===== config.mk =====
export PLATFORM = sky130hd
export DESIGN_NAME = vbc_top
export DESIGN_NICKNAME = d
export VERILOG_FILES = /design/src/design/vbc_pkg.sv /design/src/design/vbc_top.sv
export SDC_FILE = /design/constraint.sdc
export NUM_CORES = 1
export LEC_CHECK = 0
export BUFFER_PORTS_ARGS = -buffer_cell sky130_fd_sc_hd__buf_4
export CORE_ASPECT_RATIO = 0.6
export CORE_UTILIZATION = 54
export CTS_BUF_LIST = sky130_fd_sc_hd__clkbuf_4 sky130_fd_sc_hd__clkbuf_8
export DETAILED_ROUTE_END_ITERATION = 8
export PLACE_DENSITY = 0.75
export RECOVER_POWER = 100
export SKIP_LAST_GASP = 1
export SYNTH_ARGS = -nofsm -noshare
export SYNTH_HDL_FRONTEND = slang
export SYNTH_SLANG_ARGS = --single-unit

===== constraint.sdc =====
create_clock -name REF_CLK_I -period 1.99 [get_ports REF_CLK_I]
set_input_delay 0.0995 -clock REF_CLK_I [delete_from_list [all_inputs] [get_ports REF_CLK_I]]
set_output_delay 0.0995 -clock REF_CLK_I [all_outputs]
set_load 0.01 [all_outputs]

===== src/design/vbc_pkg.sv =====
// Package for the VCO band calibration configuration block.
// Holds register offsets, field layouts, codes and timing constants.
package vbc_pkg;
  // Register byte offsets (32-bit words)
  localparam logic [3:0] OFF_CTRL   = 4'h0;  // Select, method, high-ref, go
  localparam logic [3:0] OFF_SCALE  = 4'h4;  // Manual scale word
  localparam logic [3:0] OFF_FIXA   = 4'h8;  // Fixed setup word A
  localparam logic [3:0] OFF_FIXB   = 4'hc;  // Fixed setup word B

  // Control field positions
  localparam int CTL_SEL_LSB  = 0;   // cal_clock_select [2:0]
  localparam int CTL_METH_LSB = 4;   // band_search_method [5:4]
  localparam int CTL_HREF_BIT = 8;   // manual_cal_high_ref
  localparam int CTL_GO_BIT   = 12;  // Start calibration (write only)
  localparam int STS_BUSY_BIT = 16;  // Engine busy (read)
  localparam int STS_DONE_BIT = 17;  // Engine done (read)
  localparam int STS_ERR_BIT  = 18;  // Reserved method used (read)
  localparam int STS_BAND_LSB = 24;  // Found band

  // Codes
  localparam logic [2:0] SEL_MANUAL  = 3'h4;
  localparam logic [1:0] METH_LINEAR = 2'h1;
  localparam logic [1:0] METH_MIXED  = 2'h2;

  // Reset values
  localparam logic [2:0]  SEL_RST   = 3'h0;
  localparam logic [1:0]  METH_RST  = 2'h1;
  localparam logic [11:0] SCALE_RST = 12'h000;

  // Per-comparison settle times; high-ref bit lengthens it
  localparam int CLK_MHZ        = 40;
  localparam int SETTLE_NS      = 200;
  localparam int SETTLE_HREF_NS = 400;
  localparam int SETTLE_CYC      = (SETTLE_NS * CLK_MHZ + 999) / 1000;
  localparam int SETTLE_HREF_CYC = (SETTLE_HREF_NS * CLK_MHZ + 999) / 1000;

  typedef enum logic [1:0] {VBC_IDLE, VBC_BIN, VBC_LIN, VBC_DONE} vbc_state_t;
endpackage : vbc_pkg


===== src/design/vbc_top.sv =====
// VCO band calibration configuration and search engine.
// Assumes an Avalon-MM master on REF_CLK_I and a band comparator input
// that reports whether the VCO is above target for the tried band.
//
// How it works
// Host loads scale word in manual mode
// Scale equals 16 times fref over constant
// High-ref bit only above 40 MHz
// High-ref bit lengthens calibration step timing
// Method codes: 1 linear, 2 mixed
// Linear search steps bands one by one
// Mixed: binary narrowing, then linear finish
// Mixed only on allowed parts, fref>=8MHz
// Linear quick for small, mixed for large
// Host writes fixed setup word A
// Host still loads fixed setup word B
// Select code 4 uses manual scale
//
// The Avalon-MM slave port and the register addresses were chosen for this implementation.
`timescale 1ns/1ps
module vbc_top #(
  parameter int BAND_W  = 6,
  parameter int LIN_WIN = 4
) (
  // Clock and reset
  input  wire logic              REF_CLK_I,
  input  wire logic              ARST_N_I,
  // Avalon-MM slave
  input  wire logic [3:0]        AVS_ADDRESS_I,
  input  wire logic              AVS_READ_I,
  input  wire logic              AVS_WRITE_I,
  input  wire logic [31:0]       AVS_WRITEDATA_I,
  input  wire logic [3:0]        AVS_BYTEENABLE_I,
  output logic      [31:0]       AVS_READDATA_O,
  output logic                   AVS_WAITREQUEST_O,
  // Band comparator and calibration outputs
  input  wire logic              VCO_ABOVE_I,
  output logic      [BAND_W-1:0] VCO_BAND_O,
  output logic      [11:0]       CAL_SCALE_O,
  output logic                   CAL_BUSY_O
);
  initial begin
    if (BAND_W < 2 || BAND_W > 8 || LIN_WIN < 1) begin
      $error("vbc_top: unsupported parameters");
    end
  end

  localparam logic [7:0] SET_HI = 8'(vbc_pkg::SETTLE_HREF_CYC);
  localparam logic [7:0] SET_LO = 8'(vbc_pkg::SETTLE_CYC);
  localparam logic [BAND_W-1:0] BAND_MAX = '1;
  localparam logic [BAND_W-1:0] WIN = BAND_W'(LIN_WIN);

  logic [2:0]        sel_r;
  logic [1:0]        meth_r;
  logic              href_r;
  logic [11:0]       scale_r;
  logic [31:0]       fixa_r;
  logic [31:0]       fixb_r;
  logic              go_r;
  logic              err_r;
  logic              done_r;
  logic              ack_r;
  vbc_pkg::vbc_state_t state_r;
  logic [BAND_W-1:0] band_r;
  logic [BAND_W-1:0] step_r;
  logic [7:0]        wait_r;
  logic              req;
  logic              wr_ctl;
  logic [31:0]       ctl_rd;

  // One wait cycle per access; answer on the second edge
  assign req    = (AVS_READ_I | AVS_WRITE_I) & ~ack_r;
  // Writes land on the edge where waitrequest is seen low, not before
  assign wr_ctl = AVS_WRITE_I & ack_r & AVS_ADDRESS_I == vbc_pkg::OFF_CTRL
                  & AVS_BYTEENABLE_I[0];

  always_ff @(posedge REF_CLK_I or negedge ARST_N_I) begin
    if (!ARST_N_I) begin
      ack_r <= 1'b0;
    end else begin
      ack_r <= req;
    end
  end

  always_ff @(posedge REF_CLK_I or negedge ARST_N_I) begin
    if (!ARST_N_I) begin
      AVS_WAITREQUEST_O <= 1'b1;
    end else begin
      AVS_WAITREQUEST_O <= ~req;
    end
  end

  // Configuration writes, byte lanes honoured
  always_ff @(posedge REF_CLK_I or negedge ARST_N_I) begin
    if (!ARST_N_I) begin
      sel_r   <= vbc_pkg::SEL_RST;
      meth_r  <= vbc_pkg::METH_RST;
      href_r  <= 1'b0;
      scale_r <= vbc_pkg::SCALE_RST;
      fixa_r  <= 32'h0;
      fixb_r  <= 32'h0;
    end else if (AVS_WRITE_I && ack_r) begin
      unique case (AVS_ADDRESS_I)
        vbc_pkg::OFF_CTRL: begin
          if (AVS_BYTEENABLE_I[0]) begin
            sel_r  <= AVS_WRITEDATA_I[vbc_pkg::CTL_SEL_LSB +: 3];
            meth_r <= AVS_WRITEDATA_I[vbc_pkg::CTL_METH_LSB +: 2];
          end
          // high-ref bit stored
          if (AVS_BYTEENABLE_I[1]) begin
            href_r <= AVS_WRITEDATA_I[vbc_pkg::CTL_HREF_BIT];
          end
        end
        // manual scale word
        vbc_pkg::OFF_SCALE: begin
          if (AVS_BYTEENABLE_I[0]) scale_r[7:0] <= AVS_WRITEDATA_I[7:0];
          if (AVS_BYTEENABLE_I[1]) scale_r[11:8] <= AVS_WRITEDATA_I[11:8];
        end
        // fixed word A
        vbc_pkg::OFF_FIXA: begin
          for (int i = 0; i < 4; i++) begin
            if (AVS_BYTEENABLE_I[i]) fixa_r[8*i +: 8] <= AVS_WRITEDATA_I[8*i +: 8];
          end
        end
        // fixed word B
        vbc_pkg::OFF_FIXB: begin
          for (int i = 0; i < 4; i++) begin
            if (AVS_BYTEENABLE_I[i]) fixb_r[8*i +: 8] <= AVS_WRITEDATA_I[8*i +: 8];
          end
        end
        default: ;
      endcase
    end
  end

  // Start pulse; reserved method codes refuse to start
  always_ff @(posedge REF_CLK_I or negedge ARST_N_I) begin
    if (!ARST_N_I) begin
      go_r  <= 1'b0;
      err_r <= 1'b0;
    end else begin
      go_r <= wr_ctl & AVS_WRITEDATA_I[vbc_pkg::CTL_GO_BIT] & ~AVS_BYTEENABLE_I[1]
              ? 1'b0 : wr_ctl & AVS_WRITEDATA_I[vbc_pkg::CTL_GO_BIT];
      // reserved codes flagged
      if (go_r) begin
        err_r <= meth_r != vbc_pkg::METH_LINEAR && meth_r != vbc_pkg::METH_MIXED;
      end
    end
  end

  // Band search engine
  always_ff @(posedge REF_CLK_I or negedge ARST_N_I) begin
    if (!ARST_N_I) begin
      state_r <= vbc_pkg::VBC_IDLE;
      band_r  <= '0;
      step_r  <= '0;
      wait_r  <= 8'h00;
      done_r  <= 1'b0;
    end else if (wait_r != 8'h00) begin
      wait_r <= wait_r - 8'h01;
    end else begin
      unique case (state_r)
        vbc_pkg::VBC_IDLE: begin
          if (go_r) begin
            done_r <= 1'b0;
            // longer settle with high-ref
            wait_r <= href_r ? SET_HI : SET_LO;
            // mixed starts at mid band
            if (meth_r == vbc_pkg::METH_MIXED) begin
              state_r <= vbc_pkg::VBC_BIN;
              band_r  <= BAND_W'(1) << (BAND_W - 1);
              step_r  <= BAND_W'(1) << (BAND_W - 2);
            // linear starts at band zero
            end else if (meth_r == vbc_pkg::METH_LINEAR) begin
              state_r <= vbc_pkg::VBC_LIN;
              band_r  <= '0;
            end
          end
        end
        // divide and conquer narrowing
        vbc_pkg::VBC_BIN: begin
          wait_r <= href_r ? SET_HI : SET_LO;
          if (step_r < WIN) begin
            state_r <= vbc_pkg::VBC_LIN;
            band_r  <= (band_r > WIN) ? band_r - WIN : '0;
          end else begin
            band_r <= VCO_ABOVE_I ? band_r - step_r : band_r + step_r;
            step_r <= step_r >> 1;
          end
        end
        // consecutive band steps
        vbc_pkg::VBC_LIN: begin
          if (VCO_ABOVE_I || band_r == BAND_MAX) begin
            state_r <= vbc_pkg::VBC_DONE;
          end else begin
            band_r <= band_r + 1'b1;
            wait_r <= href_r ? SET_HI : SET_LO;
          end
        end
        vbc_pkg::VBC_DONE: begin
          done_r  <= 1'b1;
          state_r <= vbc_pkg::VBC_IDLE;
        end
      endcase
    end
  end

  // manual select drives scale word, else zero
  always_ff @(posedge REF_CLK_I or negedge ARST_N_I) begin
    if (!ARST_N_I) begin
      CAL_SCALE_O <= 12'h000;
    end else begin
      CAL_SCALE_O <= sel_r == vbc_pkg::SEL_MANUAL ? scale_r : 12'h000;
    end
  end

  // Outputs registered
  always_ff @(posedge REF_CLK_I or negedge ARST_N_I) begin
    if (!ARST_N_I) begin
      VCO_BAND_O <= '0;
      CAL_BUSY_O <= 1'b0;
    end else begin
      VCO_BAND_O <= band_r;
      CAL_BUSY_O <= state_r != vbc_pkg::VBC_IDLE;
    end
  end

  // Read mux
  always_comb begin
    ctl_rd = 32'h0;
    ctl_rd[vbc_pkg::CTL_SEL_LSB +: 3]  = sel_r;
    ctl_rd[vbc_pkg::CTL_METH_LSB +: 2] = meth_r;
    ctl_rd[vbc_pkg::CTL_HREF_BIT]      = href_r;
    ctl_rd[vbc_pkg::STS_BUSY_BIT]      = state_r != vbc_pkg::VBC_IDLE;
    ctl_rd[vbc_pkg::STS_DONE_BIT]      = done_r;
    ctl_rd[vbc_pkg::STS_ERR_BIT]       = err_r;
    ctl_rd[vbc_pkg::STS_BAND_LSB +: BAND_W] = band_r;
  end

  always_ff @(posedge REF_CLK_I or negedge ARST_N_I) begin
    if (!ARST_N_I) begin
      AVS_READDATA_O <= 32'h0;
    end else if (AVS_READ_I && req) begin
      unique case (AVS_ADDRESS_I)
        vbc_pkg::OFF_CTRL:  AVS_READDATA_O <= ctl_rd;
        vbc_pkg::OFF_SCALE: AVS_READDATA_O <= {20'h0, scale_r};
        vbc_pkg::OFF_FIXA:  AVS_READDATA_O <= fixa_r;
        vbc_pkg::OFF_FIXB:  AVS_READDATA_O <= fixb_r;
        default:            AVS_READDATA_O <= 32'h0;
      endcase
    end
  end
endmodule : vbc_top


Word-level counts from Yosys, hierarchy flattened
Index checks and enable logic that the tools add are counted.
- add/sub/neg operators: 5
- $lt $le $gt $ge: 2
- equal/unequal tests: 21
- muxes and demuxes: 28
- bitwise operators: 11
- reductions and logical operators: 29
- operator list (cell ; number):
    $pmux 32 s4 ; 1
    $mux 6 ; 10
    $reduce_and 3->1 ; 14
    $mux 8 ; 3
    $pmux 8 s3 ; 1
    $pmux 6 s3 ; 1
    $reduce_and 5->1 ; 3
    $ne 2x2->1 const B ; 7
    $mux 12 ; 1
    $pmux 6 s2 ; 1
    $mux 2 ; 5
    $ne 3x3->1 const B ; 3
    $eq 4x4->1 const B ; 2
    $pmux 2 s4 ; 1
    $reduce_bool 8->1 ; 1
    $sub 8x1->8 const B ; 1
    $add 6x1->6 const B ; 1
    $add 6x6->6 ; 1
    $and 1x1->1 ; 6
    $eq 2x2->1 const B ; 3
    $eq 6x6->1 const B ; 1
    $gt 6x3->1 const B ; 1
    $lt 6x3->1 const B ; 1
    $reduce_bool 2->1 ; 3
    other kinds (17) ; 24
- register bits: 160
- output and inout port bits: 52
- logic and storage cells: 122

Depth between registers and ports, before layout
- depth in word-level cells: 6
- gate-level depth with buffers: 10
- depth with buffers taken out: 10

Worst setup path before layout
Ideal clock, no wire load.
- path kind: register to register
- start point: register meth_r[0]
- end point: register band_r[3]
- arrival time: 2.055 ns
- path slack: -0.154 ns
- cell stages (with the launch flop): 8
- path through: dfstp_2 inv_1 ha_1 nand2b_1 a21o_1 or3_4 or4_1 o2111ai_1
- word-level cells in the longest chain between the ends: 4
- elaborated cells between the ends (all ways): 7
- those cells by class: eq/ne: 3; mux: 3; reduce/logical: 1
- ends and longest elaborated chain (element ; line ; source):
    from (decl) ; vbc_top.sv:54 ; logic [1:0] meth_r;
    from (signal assigned) ; vbc_top.sv:97 ; meth_r <= vbc_pkg::METH_RST;
    from (signal assigned) ; vbc_top.sv:107 ; meth_r <= AVS_WRITEDATA_I[vbc_pkg::CTL_METH_LSB +: 2];
    $eq 2x2->1 ; vbc_top.sv:169 ; if (meth_r == vbc_pkg::METH_MIXED) begin
    $mux 6 ; vbc_top.sv:169 ;
    $mux 6 ; vbc_top.sv:164 ; if (go_r) begin
    $pmux 6 s3 ; vbc_top.sv:162 ; unique case (state_r)
    to (signal assigned) ; vbc_top.sv:171 ; band_r <= BAND_W'(1) << (BAND_W - 1);
    to (signal assigned) ; vbc_top.sv:185 ; band_r <= (band_r > WIN) ? band_r - WIN : '0;
    to (signal assigned) ; vbc_top.sv:187 ; band_r <= VCO_ABOVE_I ? band_r - step_r : band_r + step_r;
    to (decl) ; vbc_top.sv:64 ; logic [BAND_W-1:0] band_r;
Parallel ways exist; a longest one is shown, timed or not. The select of a mux whose other input is x is not followed.
A chain may end at the register's enable or synchronous reset.

Worst setup path after layout
- start point: register step_r[0]
- end point: register band_r[4]
- word-level cells in the longest chain between the ends: 4
- elaborated cells between the ends (all ways): 6
- those cells by class: add/sub: 2; order compare: 1; mux: 3
- ends and longest elaborated chain (element ; line ; source):
    from (decl) ; vbc_top.sv:65 ; logic [BAND_W-1:0] step_r;
    from (signal assigned) ; vbc_top.sv:172 ; step_r <= BAND_W'(1) << (BAND_W - 2);
    from (signal assigned) ; vbc_top.sv:188 ; step_r <= step_r >> 1;
    $add 6x6->6 or $sub 6x6->6 (tied branches) ; vbc_top.sv:187 ;
    $mux 6 ; vbc_top.sv:187 ;
    $mux 6 (*) ; vbc_top.sv:183 ; if (step_r < WIN) begin
    $pmux 6 s3 (*) ; vbc_top.sv:162 ;
Every way passes the cells marked *; elsewhere a longest branch is shown, timed or not.

==> flow_metrics.env <==
export IMPL_outcome="finished, violations left"
export IMPL_violations="negative setup slack"
export IMPL_synth_top_area_cell="dfrtp_1"
export IMPL_wirelength_um=18440
export IMPL_drc=0
export IMPL_place_gp_congestion=0.8919
export IMPL_end_kind="flop"
export IMPL_drt_first_pass_iters=5
export IMPL_met1Wirelength_um=8506
export IMPL_mostFrequentLayoutCells="dfrtp_1 (157), buf_4 (92), mux2_2 (84)"
export IMPL_worst_path_max_fanout=2
export IMPL_viasPerCell=5.703
export IMPL_dieArea_um2=13610
export IMPL_dr_wl_met3_um=1207
export IMPL_num_rows=32
export IMPL_dpl_hpwl_um=12580
export IMPL_worst_path_max_delay_cell="dfrtp_1"
export IMPL_tightest_slew_ns=1.429
export IMPL_synth_area_leaders="dfrtp_1 (55%), mux2_2 (14%), ha_1 (3.4%), o21ai_0 (2.9%), nand2_1 (2.3%)"
export IMPL_crit_path_cell_trace="inv_2 > ha_4 > mux2_4 > fa_2 > nand2b_4 > a21oi_2 > xor2_1 > mux2i_1 > o221ai_1"
export IMPL_start_util_pct=55.34
export IMPL_die_h_um=90.76
export IMPL_drive_above_1_share_pct=30.59
export IMPL_h_tree_depth=4
export IMPL_cap_violations=0
export IMPL_cts_buffers=17
export IMPL_fp_dieW_um=149.9
export IMPL_routedWlPerCell_um=18.99
export IMPL_holdWs_ns=0.01759
export IMPL_holdCritStartpoint="AVS_READ_I"
export IMPL_fin_ws_ns=-0.1551
export IMPL_top_layer="met4"
export IMPL_required_ns=2.35
export IMPL_synth_main_ff_cell="dfrtp_1"
export IMPL_fmax_ghz=0.4662
export IMPL_syn_to_final_growth_pct=28.06
export IMPL_slew_headroom_pct=4.724
export IMPL_synthCells=590
export IMPL_slew_violations=0
export IMPL_cpPeakStageDelay_ns=0.40
export IMPL_vdd_drop_max_mv=0.5430
export IMPL_yosysWarnings=0
export IMPL_stdcell_count=971
export IMPL_synth_edf_count=0
export IMPL_grt_pass1_wl_um=29590
export IMPL_critical_path_class="flop to flop"
export IMPL_hold_viol_final=0
export IMPL_coreArea_um2=12810
export IMPL_antennaDiodeCount=0
export IMPL_hp_class="input pin to flop"
export IMPL_yosysSeqAreaShare_pct=56.15
export IMPL_layout_commonest_cell="dfrtp_1"
export IMPL_io_buffers=96
export IMPL_grt_overflow=0
export IMPL_leakage_uw=0.004175
export IMPL_whs_endpoint="AVS_WAITREQUEST_O"
export IMPL_final_area_um2=9080
export IMPL_place_area_um2=8468
export IMPL_nets=853
export IMPL_skew_ns=0.01062
export IMPL_worstSkewPairLatency_ns=0.45
export IMPL_rsz0062_at_grt="yes"
export IMPL_clkSinkCount=159
export IMPL_finalSetupViolations=8
export IMPL_ioPinCount=97
export IMPL_cts_tree="built"
export IMPL_grt_usage_pct=28.61
export IMPL_cp_start_kind="flop"
export IMPL_reg2reg_from="step_r[0]"
export IMPL_syn_area_per_cell_um2=12.02
export IMPL_r2r_slack_ns=-0.16
export IMPL_clkTransAtPathRegs_ns=0.10
export IMPL_ys_ff_latch=159
export IMPL_ant_nets=0
export IMPL_power_density_nw_per_um2=963.2
export IMPL_crit_arrival_ns=2.51
export IMPL_grt_pass1_vias=5757
export IMPL_critPathBufInv=1
export IMPL_clockRootBuffer="clkbuf_8"
export IMPL_grt_antenna_before_repair=0
export IMPL_fin_crit_sh_pct=107.8
export IMPL_period_needed_ns=2.145
export IMPL_drt_iter0_drc=278
export IMPL_clockBufferDepth=2
export IMPL_r2r_end="band_r[4]"
export IMPL_reg2reg_depth=9
export IMPL_synth_cell_type_count=53
export IMPL_synth_nets=655
export IMPL_netlist_area_um2=7091
export IMPL_synth_top_area_share_pct=55.41
export IMPL_dp_cells=896
export IMPL_wl_met2_um=8411
export IMPL_num_vias=5538
export IMPL_holdPathStages=3
export IMPL_async_flop_share_pct=100.0
export IMPL_grt_max_degree=59
export IMPL_cp_top_family="adder cells"
## through the flow
| step | power, µW | worst slack [ns] | util (%) | setup TNS (ns) |
|---|---|---|---|---|
| 5_1_grt | 9197 | -0.2325 | 70.87 | -1.506 |
| 4_1_cts | 8736 | -0.1548 | 72.18 | -0.3315 |
| 2_1_floorplan | 5150 | -0.002449 | - | -0.002449 |
| 6_report | 8746 | -0.1551 | 70.87 | -0.3301 |
| 3_3_place_gp | 6033 | -0.06153 | 66.09 | -0.1197 |
| 3_5_place_dp | 6128 | -0.1122 | 66.09 | -0.2166 |
## power breakdown
group / leakage [µW] / switching [µW] / internal [µW]
Clock: 0.000207 / 1330 / 1200
Sequential: 0.00209 / 355 / 3670
Combinational: 0.00188 / 1110 / 1090
Total: 0.00418 / 2790 / 5950
## layout make-up
| type | count | area, µm² |
|---|---|---|
| Timing Repair Buffer | 201 | 1346 |
| Multi-Input combinational cell | 389 | 3047 |
| Inverter | 20 | 75.07 |
| Tap cell | 170 | 212.7 |
| Fill cell | 990 | 3732 |
| Sequential cell | 159 | 3981 |
| Clock buffer | 18 | 247.7 |
| Clock inverter | 14 | 170.2 |
## cell families (layout without fill, tap and decap cells)
family / count (synthesis) / in the layout / synth area share, %
xor gates and xnor gates: 12 / 12 / 1.482
buffers and inverters: 42 / 253 / 2.294
adders and majority gates: 20 / 20 / 3.635
DFF: 159 / 159 / 56.15
muxes: 94 / 94 / 14.79
and+or+nand+nor: 137 / 137 / 9.864
AOI/OAI and AO/OA: 126 / 126 / 11.79
## state kept, by name, indices dropped and copies added, names as in the netlist, 2 cells and up
| signal | flops |
|---|---|
| AVS_READDATA_O | 32 |
| CAL_SCALE_O | 12 |
| VCO_BAND_O | 6 |
| band_r | 6 |
| fixa_r | 32 |
| fixb_r | 32 |
| meth_r | 2 |
| scale_r | 12 |
| sel_r | 3 |
| state_r | 2 |
| step_r | 5 |
| wait_r | 8 |
## synth_stat cells (3+ instances only)
cell,n
a21oi_1,23
a221oi_1,12
a22o_1,18
a22oi_1,11
and2_1,12
buf_2,4
clkbuf_1,18
dfrtp_1,157
ha_1,19
inv_1,20
mux2_2,86
mux2i_1,8
nand2_1,43
nand2b_1,5
nand3_1,12
nand3b_1,3
nor2_1,32
nor2b_1,3
nor3_1,7
o21ai_0,41
or2_2,3
xnor2_1,8
xor2_1,4
## worst register-to-register path: stages, from the launching register on
cell      delay (ns)
dfrtp_1         0.40
inv_2           0.08
ha_4            0.20
mux2_4          0.28
fa_2            0.37
nand2b_4        0.16
a21oi_2         0.14
xor2_1          0.17
mux2i_1         0.11
o221ai_1        0.16
## how the worst max path moves through the flow
stage | start | endpoint | slack, ns | depth (start not counted)
3_3_place_gp | meth_r[0] | band_r[3] | -0.06 | 7
3_5_place_dp | step_r[0] | band_r[4] | -0.11 | 9
4_1_cts | step_r[0] | band_r[4] | -0.15 | 9
5_1_grt | step_r[0] | band_r[4] | -0.23 | 9
6_report | step_r[0] | band_r[4] | -0.16 | 9
2_1_floorplan | meth_r[0] | band_r[3] | -0.002 | 7
## timing repair
| item | 4_1_cts | 5_1_grt |
|---|---|---|
| hold buffers | 34 | 0 |
| endpoints found under the setup margin | 6 | 14 |
| gates resized for setup | 2 | 19 |
| buffers inserted | 2 | 7 |
| pin swaps | 3 | 11 |
| hold endpoints to repair | 139 | 0 |
## routing by layer
| metal | global-route usage, % | up-vias |
|---|---|---|
| met3 | 6.212 | 28 |
| met2 | 43.60 | 208 |
| met5 | 0 | - |
| met1 | 40.53 | 2777 |
| met4 | 10.10 | 0 |
| li1 | - | 2525 |
Power figures use the tool's default switching activity.
